`src/logic/ccr_defs.svh`:
```
// offsets, field positions, reset values and timing counts of the charger configuration bank
`ifndef CCR_DEFS_SVH
`define CCR_DEFS_SVH

// ************************************************************
// register offsets and reset values
// ************************************************************
`define CCR_OFS_END_TOPOFF    8'h1A
`define CCR_OFS_THERM_VSYS    8'h1B
`define CCR_OFS_FCC_TIMER     8'h1C
`define CCR_RST_END_TOPOFF    8'hF8
`define CCR_RST_THERM_VSYS    8'h10
`define CCR_RST_FCC_TIMER     8'h05
`define CCR_NUM_REGS          2'h3

// ************************************************************
// field positions
// ************************************************************
`define CCR_PQ_MSB            7
`define CCR_PQ_LSB            5
`define CCR_TERM_MSB          4
`define CCR_TERM_LSB          3
`define CCR_TOPOFF_MSB        2
`define CCR_TOPOFF_LSB        0
`define CCR_TJ_MSB            7
`define CCR_TJ_LSB            5
`define CCR_VSYS_MSB          4
`define CCR_VSYS_LSB          0
`define CCR_FCC_MSB           7
`define CCR_FCC_LSB           2
`define CCR_TMR_MSB           1
`define CCR_TMR_LSB           0

// ************************************************************
// decode constants: voltages in mV, currents in uA, times in minutes
// ************************************************************
`define CCR_VSYS_BASE_MV      13'h1004
`define CCR_VSYS_STEP_MV      13'h0019
`define CCR_VSYS_SAT_CODE     5'h1C
`define CCR_VSYS_MAX_MV       13'h12C0
`define CCR_FCC_STEP_UA       19'h01D4C
`define CCR_FCC_SAT_CODE      6'h27
`define CCR_FCC_MAX_UA        19'h493E0
`define CCR_TOPOFF_STEP_MIN   6'h05
`define CCR_TMR_3H_MIN        10'h0B4
`define CCR_TMR_5H_MIN        10'h12C
`define CCR_TMR_7H_MIN        10'h1A4
`define CCR_TERM_5_PERMIL     8'h32
`define CCR_TERM_7P5_PERMIL   8'h4B
`define CCR_TERM_10_PERMIL    8'h64
`define CCR_TERM_15_PERMIL    8'h96

`endif

```
`src/logic/ccr_pkg.sv`:
```
// types shared by the charger configuration bank
package ccr_pkg;

    // one register access on the documented serial register port
    typedef struct packed {
        logic       wr;
        logic       rd;
        logic [7:0] addr;
        logic [7:0] wdata;
    } ccr_req_t;

    // decoded settings presented to the charger
    typedef struct packed {
        logic [2:0]  prequal_voltage_sel;
        logic [7:0]  term_permil;
        logic [5:0]  topoff_min;
        logic [2:0]  junction_temp_regulation_sel;
        logic [12:0] system_voltage_target_mv;
        logic [18:0] fast_charge_current_ua;
        logic        safety_timer_en;
        logic [9:0]  safety_timer_min;
    } ccr_cfg_t;

    typedef enum logic [1:0] {
        CCR_SEL_END_TOPOFF = 2'h0,
        CCR_SEL_THERM_VSYS = 2'h1,
        CCR_SEL_FCC_TIMER  = 2'h2
    } ccr_sel_t;

endpackage

```
`src/logic/ccr_reg_word.sv`:
```
// one 8-bit configuration register with its own reset value
`timescale 1ns/1ps
module ccr_reg_word #(
    parameter logic [7:0] RESET_VAL = 8'h00
) (
    // clock and reset
    input  wire logic       ref_clk,
    input  wire logic       resetn,
    input  wire logic       system_reset_event,
    // write side
    input  wire logic       wr_en,
    input  wire logic [7:0] wdata,
    // stored value
    output logic [7:0]      q
);

    logic [7:0] q_ff;
    logic [7:0] nxt_q;

    // system reset reloads the default and wins over a write
    always_comb begin
        nxt_q = q_ff;
        if (system_reset_event) begin
            nxt_q = RESET_VAL;
        end else if (wr_en) begin
            nxt_q = wdata;
        end
    end

    always_ff @(posedge ref_clk or negedge resetn) begin
        if (!resetn) begin
            q_ff <= RESET_VAL;
        end else begin
            q_ff <= nxt_q;
        end
    end

    assign q = q_ff;

endmodule

```
`src/logic/ccr_config_bank.sv`:
```
// charger configuration bank: three read/write registers and their decoded settings
`timescale 1ns/1ps
`include "ccr_defs.svh"

// Functional notes
// - termination code 00,01,10,11 selects 5, 7.5, 10, 15 percent
// - junction temperature field in top bits; 000 is 60C, 001 is 70C
// - system voltage code zero is 4.1V, each code adds 25mV
// - system voltage codes 0x1C and above saturate at 4.800V
// - fast-charge current field selects 7.5mA to 300mA in 7.5mA steps
// - safety timer code 00 disables the fast-charge safety timer
// - safety timer codes 01,10,11 select 3, 5, 7 hours
module ccr_config_bank (
    // clock and reset
    input  wire logic             ref_clk,
    input  wire logic             resetn,
    input  wire logic             system_reset_event,
    // register port
    input  ccr_pkg::ccr_req_t     req,
    output logic [7:0]            rdata,
    output logic                  rvalid,
    output logic                  addr_hit,
    // decoded settings
    output ccr_pkg::ccr_cfg_t     cfg
);

    // ************************************************************
    // state
    // ************************************************************
    typedef struct packed {
        logic [7:0]         rdata;
        logic               rvalid;
        ccr_pkg::ccr_cfg_t  cfg;
    } ccr_state_t;

    ccr_state_t st_ff;
    ccr_state_t nxt_st;

    logic [7:0]  regs [3];
    logic [2:0]  wr_sel;
    logic        hit;
    logic [1:0]  sel_idx;

    // ************************************************************
    // address decode
    // ************************************************************
    always_comb begin
        hit     = 1'b1;
        sel_idx = ccr_pkg::CCR_SEL_END_TOPOFF;
        unique case (req.addr)
            `CCR_OFS_END_TOPOFF: sel_idx = ccr_pkg::CCR_SEL_END_TOPOFF;
            `CCR_OFS_THERM_VSYS: sel_idx = ccr_pkg::CCR_SEL_THERM_VSYS;
            `CCR_OFS_FCC_TIMER:  sel_idx = ccr_pkg::CCR_SEL_FCC_TIMER;
            default:             hit = 1'b0;   // other charger registers live elsewhere
        endcase
    end

    assign addr_hit = hit;

    // ************************************************************
    // register words, one per offset
    // ************************************************************
    localparam logic [7:0] RST_VALS [3] = '{`CCR_RST_END_TOPOFF,
                                            `CCR_RST_THERM_VSYS,
                                            `CCR_RST_FCC_TIMER};

    genvar gi;
    generate
        for (gi = 0; gi < 3; gi++) begin : g_reg
            assign wr_sel[gi] = req.wr && hit && (sel_idx == 2'(gi));
            ccr_reg_word #(
                .RESET_VAL (RST_VALS[gi])
            ) u_word (
                .ref_clk            (ref_clk),
                .resetn             (resetn),
                .system_reset_event (system_reset_event),
                .wr_en              (wr_sel[gi]),
                .wdata              (req.wdata),
                .q                  (regs[gi])
            );
        end
    endgenerate

    // ************************************************************
    // next state: read data and decoded fields
    // ************************************************************
    logic [2:0] tof;
    logic [1:0] term;
    logic [4:0] vsys;
    logic [5:0] fcc;
    logic [1:0] tmr;

    assign tof  = regs[0][`CCR_TOPOFF_MSB:`CCR_TOPOFF_LSB];
    assign term = regs[0][`CCR_TERM_MSB:`CCR_TERM_LSB];
    assign vsys = regs[1][`CCR_VSYS_MSB:`CCR_VSYS_LSB];
    assign fcc  = regs[2][`CCR_FCC_MSB:`CCR_FCC_LSB];
    assign tmr  = regs[2][`CCR_TMR_MSB:`CCR_TMR_LSB];

    always_comb begin
        nxt_st        = st_ff;
        nxt_st.rvalid = req.rd;
        // unmapped reads return zero; reads see the stored word
        if (req.rd) begin
            nxt_st.rdata = hit ? regs[sel_idx] : 8'h00;
        end
        nxt_st.cfg.prequal_voltage_sel = regs[0][`CCR_PQ_MSB:`CCR_PQ_LSB];
        // termination in tenths of a percent so 7.5 stays exact
        unique case (term)
            2'h0: nxt_st.cfg.term_permil = 8'(`CCR_TERM_5_PERMIL);
            2'h1: nxt_st.cfg.term_permil = 8'(`CCR_TERM_7P5_PERMIL);
            2'h2: nxt_st.cfg.term_permil = 8'(`CCR_TERM_10_PERMIL);
            2'h3: nxt_st.cfg.term_permil = 8'(`CCR_TERM_15_PERMIL);
        endcase
        nxt_st.cfg.topoff_min = 6'(tof * `CCR_TOPOFF_STEP_MIN);
        nxt_st.cfg.junction_temp_regulation_sel =
            regs[1][`CCR_TJ_MSB:`CCR_TJ_LSB];
        // linear step, clamped at the ceiling code
        if (vsys >= `CCR_VSYS_SAT_CODE) begin
            nxt_st.cfg.system_voltage_target_mv = `CCR_VSYS_MAX_MV;
        end else begin
            nxt_st.cfg.system_voltage_target_mv =
                13'(`CCR_VSYS_BASE_MV + 13'(vsys) * `CCR_VSYS_STEP_MV);
        end
        // code n gives (n+1) steps of 7.5mA, flat at the ceiling so no code overdrives
        if (fcc >= `CCR_FCC_SAT_CODE) begin
            nxt_st.cfg.fast_charge_current_ua = `CCR_FCC_MAX_UA;
        end else begin
            nxt_st.cfg.fast_charge_current_ua =
                19'((19'(fcc) + 19'h00001) * `CCR_FCC_STEP_UA);
        end
        nxt_st.cfg.safety_timer_en = (tmr != 2'h0);
        unique case (tmr)
            2'h0: nxt_st.cfg.safety_timer_min = 10'h000;
            2'h1: nxt_st.cfg.safety_timer_min = `CCR_TMR_3H_MIN;
            2'h2: nxt_st.cfg.safety_timer_min = `CCR_TMR_5H_MIN;
            2'h3: nxt_st.cfg.safety_timer_min = `CCR_TMR_7H_MIN;
        endcase
    end

    // ************************************************************
    // state register; decoded values follow the words one cycle later
    // ************************************************************
    always_ff @(posedge ref_clk or negedge resetn) begin
        if (!resetn) begin
            st_ff <= '0;
        end else begin
            st_ff <= nxt_st;
        end
    end

    assign rdata  = st_ff.rdata;
    assign rvalid = st_ff.rvalid;
    assign cfg    = st_ff.cfg;

    // ************************************************************
    // checks
    // ************************************************************
    // each cfg property waits one edge because cfg is registered from the words
    // readback: write, one quiet cycle, then a read of the same offset
    a_write_readback: assert property (@(posedge ref_clk) disable iff (!resetn)
        (req.wr && hit && !system_reset_event) ##1 (!req.wr && !system_reset_event)
        ##1 (req.rd && req.addr == $past(req.addr, 2)) |=> (rdata == $past(req.wdata, 3)))
        else $error("read does not return written value");
    a_system_reset_event_reload: assert property (@(posedge ref_clk) disable iff (!resetn)
        system_reset_event |=> (regs[0] == `CCR_RST_END_TOPOFF
        && regs[1] == `CCR_RST_THERM_VSYS && regs[2] == `CCR_RST_FCC_TIMER))
        else $error("defaults not reloaded on system reset");
    a_vsys_sat: assert property (@(posedge ref_clk) disable iff (!resetn)
        (vsys >= 5'h1C) |=> (cfg.system_voltage_target_mv == 13'h12C0))
        else $error("system voltage not saturated");
    a_vsys_lin: assert property (@(posedge ref_clk) disable iff (!resetn)
        (vsys < 5'h1C) |=> (cfg.system_voltage_target_mv ==
        13'(13'd4100 + 13'($past(vsys)) * 13'd25)))
        else $error("system voltage step wrong");
    a_timer_off: assert property (@(posedge ref_clk) disable iff (!resetn)
        (tmr == 2'h0) |=> (!cfg.safety_timer_en && cfg.safety_timer_min == 10'h000))
        else $error("safety timer not disabled");
    a_timer_hours: assert property (@(posedge ref_clk) disable iff (!resetn)
        (tmr == 2'h3) |=> (cfg.safety_timer_en && cfg.safety_timer_min == 10'd420))
        else $error("safety timer duration wrong");
    a_fcc_top: assert property (@(posedge ref_clk) disable iff (!resetn)
        (fcc == 6'h27) |=> (cfg.fast_charge_current_ua == 19'd300000))
        else $error("fast charge current wrong");
    a_term_pct: assert property (@(posedge ref_clk) disable iff (!resetn)
        (term == 2'h1) |=> (cfg.term_permil == 8'd75))
        else $error("termination percent wrong");
    a_topoff_min: assert property (@(posedge ref_clk) disable iff (!resetn)
        (tof == 3'h7) |=> (cfg.topoff_min == 6'd35))
        else $error("top-off minutes wrong");
    a_tj_field: assert property (@(posedge ref_clk) disable iff (!resetn)
        1'b1 |=> (cfg.junction_temp_regulation_sel == $past(regs[1][7:5])))
        else $error("junction temperature field wrong");
    // field end points, middle timer codes and read framing
    a_fcc_sat: assert property (@(posedge ref_clk) disable iff (!resetn)
        (fcc > 6'h27) |=> (cfg.fast_charge_current_ua == 19'd300000))
        else $error("fast charge current not saturated");
    a_fcc_base: assert property (@(posedge ref_clk) disable iff (!resetn)
        (fcc == 6'h00) |=> (cfg.fast_charge_current_ua == 19'd7500))
        else $error("fast charge current base wrong");
    a_term_top: assert property (@(posedge ref_clk) disable iff (!resetn)
        (term == 2'h3) |=> (cfg.term_permil == 8'd150))
        else $error("termination top percent wrong");
    a_term_base: assert property (@(posedge ref_clk) disable iff (!resetn)
        (term == 2'h0) |=> (cfg.term_permil == 8'd50))
        else $error("termination base percent wrong");
    a_timer_three: assert property (@(posedge ref_clk) disable iff (!resetn)
        (tmr == 2'h1) |=> (cfg.safety_timer_en && cfg.safety_timer_min == 10'd180))
        else $error("safety timer three hours wrong");
    a_timer_five: assert property (@(posedge ref_clk) disable iff (!resetn)
        (tmr == 2'h2) |=> (cfg.safety_timer_en && cfg.safety_timer_min == 10'd300))
        else $error("safety timer five hours wrong");
    a_topoff_zero: assert property (@(posedge ref_clk) disable iff (!resetn)
        (tof == 3'h0) |=> (cfg.topoff_min == 6'd0))
        else $error("top-off zero minutes wrong");
    a_read_valid: assert property (@(posedge ref_clk) disable iff (!resetn)
        req.rd |=> rvalid)
        else $error("read not answered with valid");
    a_unmapped_read: assert property (@(posedge ref_clk) disable iff (!resetn)
        (req.rd && !hit) |=> (rdata == 8'h00))
        else $error("unmapped read not zero");

endmodule

```
`config.mk`:
```
export PLATFORM = sky130hd
export DESIGN_NAME = ccr_config_bank
export DESIGN_NICKNAME = d
export VERILOG_FILES = /design/src/logic/ccr_pkg.sv /design/src/logic/ccr_reg_word.sv /design/src/logic/ccr_config_bank.sv
export VERILOG_INCLUDE_DIRS = /design/src /design/src/logic
export SDC_FILE = /design/constraint.sdc
export NUM_CORES = 1
export LEC_CHECK = 0
export ABC_AREA = 1
export BUFFER_PORTS_ARGS = -buffer_cell sky130_fd_sc_hd__buf_2
export CAP_MARGIN = 10
export CORE_MARGIN = 2
export CORE_UTILIZATION = 35
export CTS_CLUSTER_DIAMETER = 120
export DETAILED_ROUTE_END_ITERATION = 12
export GPL_TIMING_DRIVEN = 0
export HOLD_SLACK_MARGIN = 0.03
export SYNTH_ARGS = -nofsm -noshare
export SYNTH_HDL_FRONTEND = slang
export SYNTH_SLANG_ARGS = --single-unit
```
`constraint.sdc`:
```
create_clock -name ref_clk -period 7.02 [get_ports ref_clk]
set_input_delay 0.702 -clock ref_clk [delete_from_list [all_inputs] [get_ports ref_clk]]
set_output_delay 0.702 -clock ref_clk [all_outputs]
set_load 0.02 [all_outputs]
```
==> reports/qor.yml <==
outcome: "finished clean"
antenna_left: 0
regToRegSetupSlack_ps: 2490
cp_data_arrival_time_ps: 4740
place_inst: 989
switchingPower_mw: 0.675
initial_core_util_pct: 36.0
synth_top_family_by_area: "simple AND/OR/NAND/NOR gates"
die_height_um: 132
switching_share_pct: 36.8
post_cts_buffers: 0
wirelength_um: 12500
hold_viol_final: 0
antenna_found_initial: 0
cts.sinks: 87
finalSetupViolCount: 0
ioPinCount: 94
synth-seq-cells: 87
cts_hold_buf: 0
worst-path-max-fanout: 12
r2r_start: "g_reg[2].u_word.q[2]$_DFFE_PN1P_"
grt_pass1_vias: 4245
synth_area_per_cell_um2: 8.48
finalCritPeriodShare_pct: 64.5
required_ps: 7230
clock_latency_ps: 350
grt_max_degree: 64
yosys.area_share.simple_pct: 24.7
fin_area_mm2: 0.00686
end_kind: "register"
max_slew.worst_pin.slew_ps: 657
post-route-min-period_ps: 4530
synth.area.mux_share_pct: 0
crit_start: "g_reg[2].u_word.q[2]$_DFFE_PN1P_"
irDropWorstVdd_mv: 0.131
power_per_cell_area_mw_per_mm2: 267
overflow: 0
startpoint_type: "register"
wl_per_cell_um: 12.4
fp.dieW_um: 132
synth_cell_types: 41
p_seq_share_pct: 32.4
r2r_end: "cfg[29]$_DFF_PN0_"
ys_warn_count: 0
finalNonFillerCells: 1005
drtIter0Drc: 288
rsz0062_at_grt: "false"
cellLeakagePower_nw: 3.96
fin_tns_setup_ps: 0
syn_area_mm2: 0.00576
placed_area_mm2: 0.00652
drive_gt1_share_pct: 21.8
hold_class: "in -> async"
maxCapViolCount: 0
n_fill_cell: 1644
regArea_mm2: 0.00219
clk_pin_slew_worst_paths_ps: 60
htreeDepth: 3
cts_buffers: 9
synth-seq-area-share_pct: 38.0
port_buffers: 86
synth_xor_area_share_pct: 0.912
die_area_mm2: 0.0175
cts_tree: "built"
gp_congestion: 0.916
comb_power_share_pct: 37.2
root_buffer: "clkbuf_16"
crit_type: "reg -> reg"
first_pass_iters: 4
layout.nets: 894
reg2reg_depth: 19
drc: 0
fp-row-count: 46
core_mm2: 0.0160
fmax_mhz: 221
clkPwrFrac_pct: 30.4
synthToLayoutAreaGrowth_pct: 19.1
grt_util_all_layers_pct: 14.9
cts_buffer_depth: 2
final.setup_skew_ps: 6.80
synth-adder-area-share_pct: 21.1
multi_input_area_mm2: 0.00302
hpwlAfterDp_um: 9880
place_ws_ps: 2490
setup_slack_ps: 2490
num_vias: 4483
finalMaxSlewViolations: 0
intPower_mw: 1.16
synth_cells: 680
crit_path_end: "cfg[29]$_DFF_PN0_"
n_antenna_cell: 0
synth_compound_gate_area_share_pct: 5.15
max_slew_margin_pct: 55.9
grt_pass1_wl_um: 20900
cts_resized: 0
via_per_inst: 4.46
## synth_stat cells, drive strengths merged
| cell type | count | area, um^2 |
|---|---|---|
| a21oi | 19 | 95.1 |
| a22oi | 1 | 7.51 |
| o21ai | 23 | 145 |
| clkinv | 1 | 8.76 |
| nor2 | 60 | 285 |
| nand4 | 6 | 37.5 |
| nand2 | 187 | 781 |
| buf | 12 | 95.1 |
| xor2 | 5 | 43.8 |
| fa | 14 | 280 |
| dfstp | 8 | 210 |
| conb | 2 | 7.51 |
| nand3b | 2 | 15.0 |
| nor3 | 3 | 20.0 |
| dfrtp | 79 | 1980 |
| a21o | 2 | 15.0 |
| a31oi | 2 | 18.8 |
| clkbuf | 3 | 15.0 |
| inv | 120 | 458 |
| or2 | 8 | 50.1 |
| nand3 | 45 | 235 |
| xnor2 | 1 | 8.76 |
| ha | 75 | 938 |
| o21bai | 2 | 15.0 |
## worst max-delay path, stage by stage, from the launching register on
cell and delay, ps:
dfstp_2 760, ha_1 230, nand2_1 100, o21ai_0 170, nand2_1 120, inv_1 170
ha_1 290, ha_1 300, inv_1 60, fa_1 500, fa_1 540, inv_1 40
ha_1 370, nand2_1 120, nor2_1 180, nand2_1 90, a21oi_1 140, nor2_1 60
nand2_1 60, nand3_1 80
## kinds of logic after synthesis
group	count (synthesis)
buf+inv	136
fa+ha+maj	89
other cells	2
xor+xnor	6
compound gates	49
simple gates	311
flops	87
## stage by stage
stage               hold WS (ps)  util (%)  power, mW
global route                 295      42.9       1.98
finish                       271      42.9       1.83
global placement             406      40.5       1.29
floorplan                    375         -       1.09
detailed placement           404      40.7       1.29
CTS                          277      42.9       1.86
## cells in the final DEF (no fill, tap or decap), types with 9 or more instances in the layout
cell,count
a21oi_1,19
buf_2,86
buf_4,10
clkbuf_16,9
dfrtp_1,79
fa_1,14
ha_1,75
inv_1,114
nand2_1,173
nand3_1,43
nor2_1,53
o21ai_0,13
## metal layers
metal | part of all wire (%) | track usage, %
met4 | 1.6 | 4.48
met5 | 0 | 0
met1 | 45 | 19.4
met3 | 4.7 | 2.96
met2 | 49 | 24.9
## cell type report
class,count,area share [%]
Timing Repair Buffer,87,6.71
Tap cell,216,3.94
Multi-Input combinational cell,463,44.0
Buffer,15,1.60
Clock buffer,9,3.28
Clock inverter,7,1.75
Inverter,121,6.80
Sequential cell,87,31.9
## sequential cells by signal, summed over array words and instances (netlist names)
| signal | count |
|---|---|
| cfg | 54 |
| rvalid | 1 |
| rdata | 8 |
| g.u_word.q | 24 |
## worst min-delay path by stage
stage,endpoint,slack [ps],startpoint,cells after the start
final,cfg[36]$_DFF_PN0_,270,resetn,1
after global routing,cfg[21]$_DFF_PN0_,300,resetn,1
after CTS,cfg[36]$_DFF_PN0_,280,resetn,1
after detailed placement,cfg[62]$_DFF_PN0_,400,g_reg[0].u_word.q[7]$_DFFE_PN1P_,0
after global placement,cfg[62]$_DFF_PN0_,410,g_reg[0].u_word.q[7]$_DFFE_PN1P_,0
after floorplan,cfg[43]$_DFF_PN0_,370,g_reg[1].u_word.q[5]$_DFFE_PN0P_,0
## power groups by stage
stage          sequential, mW  clock (mW)  combinational (mW)
2_1_floorplan           0.672           0               0.422
4_1_cts                 0.595       0.570               0.693
3_5_place_dp            0.603           0               0.689
6_report                0.594       0.558               0.682
3_3_place_gp            0.603           0               0.683
5_1_grt                 0.601       0.597               0.782
(Power assumes the default switching activity.)
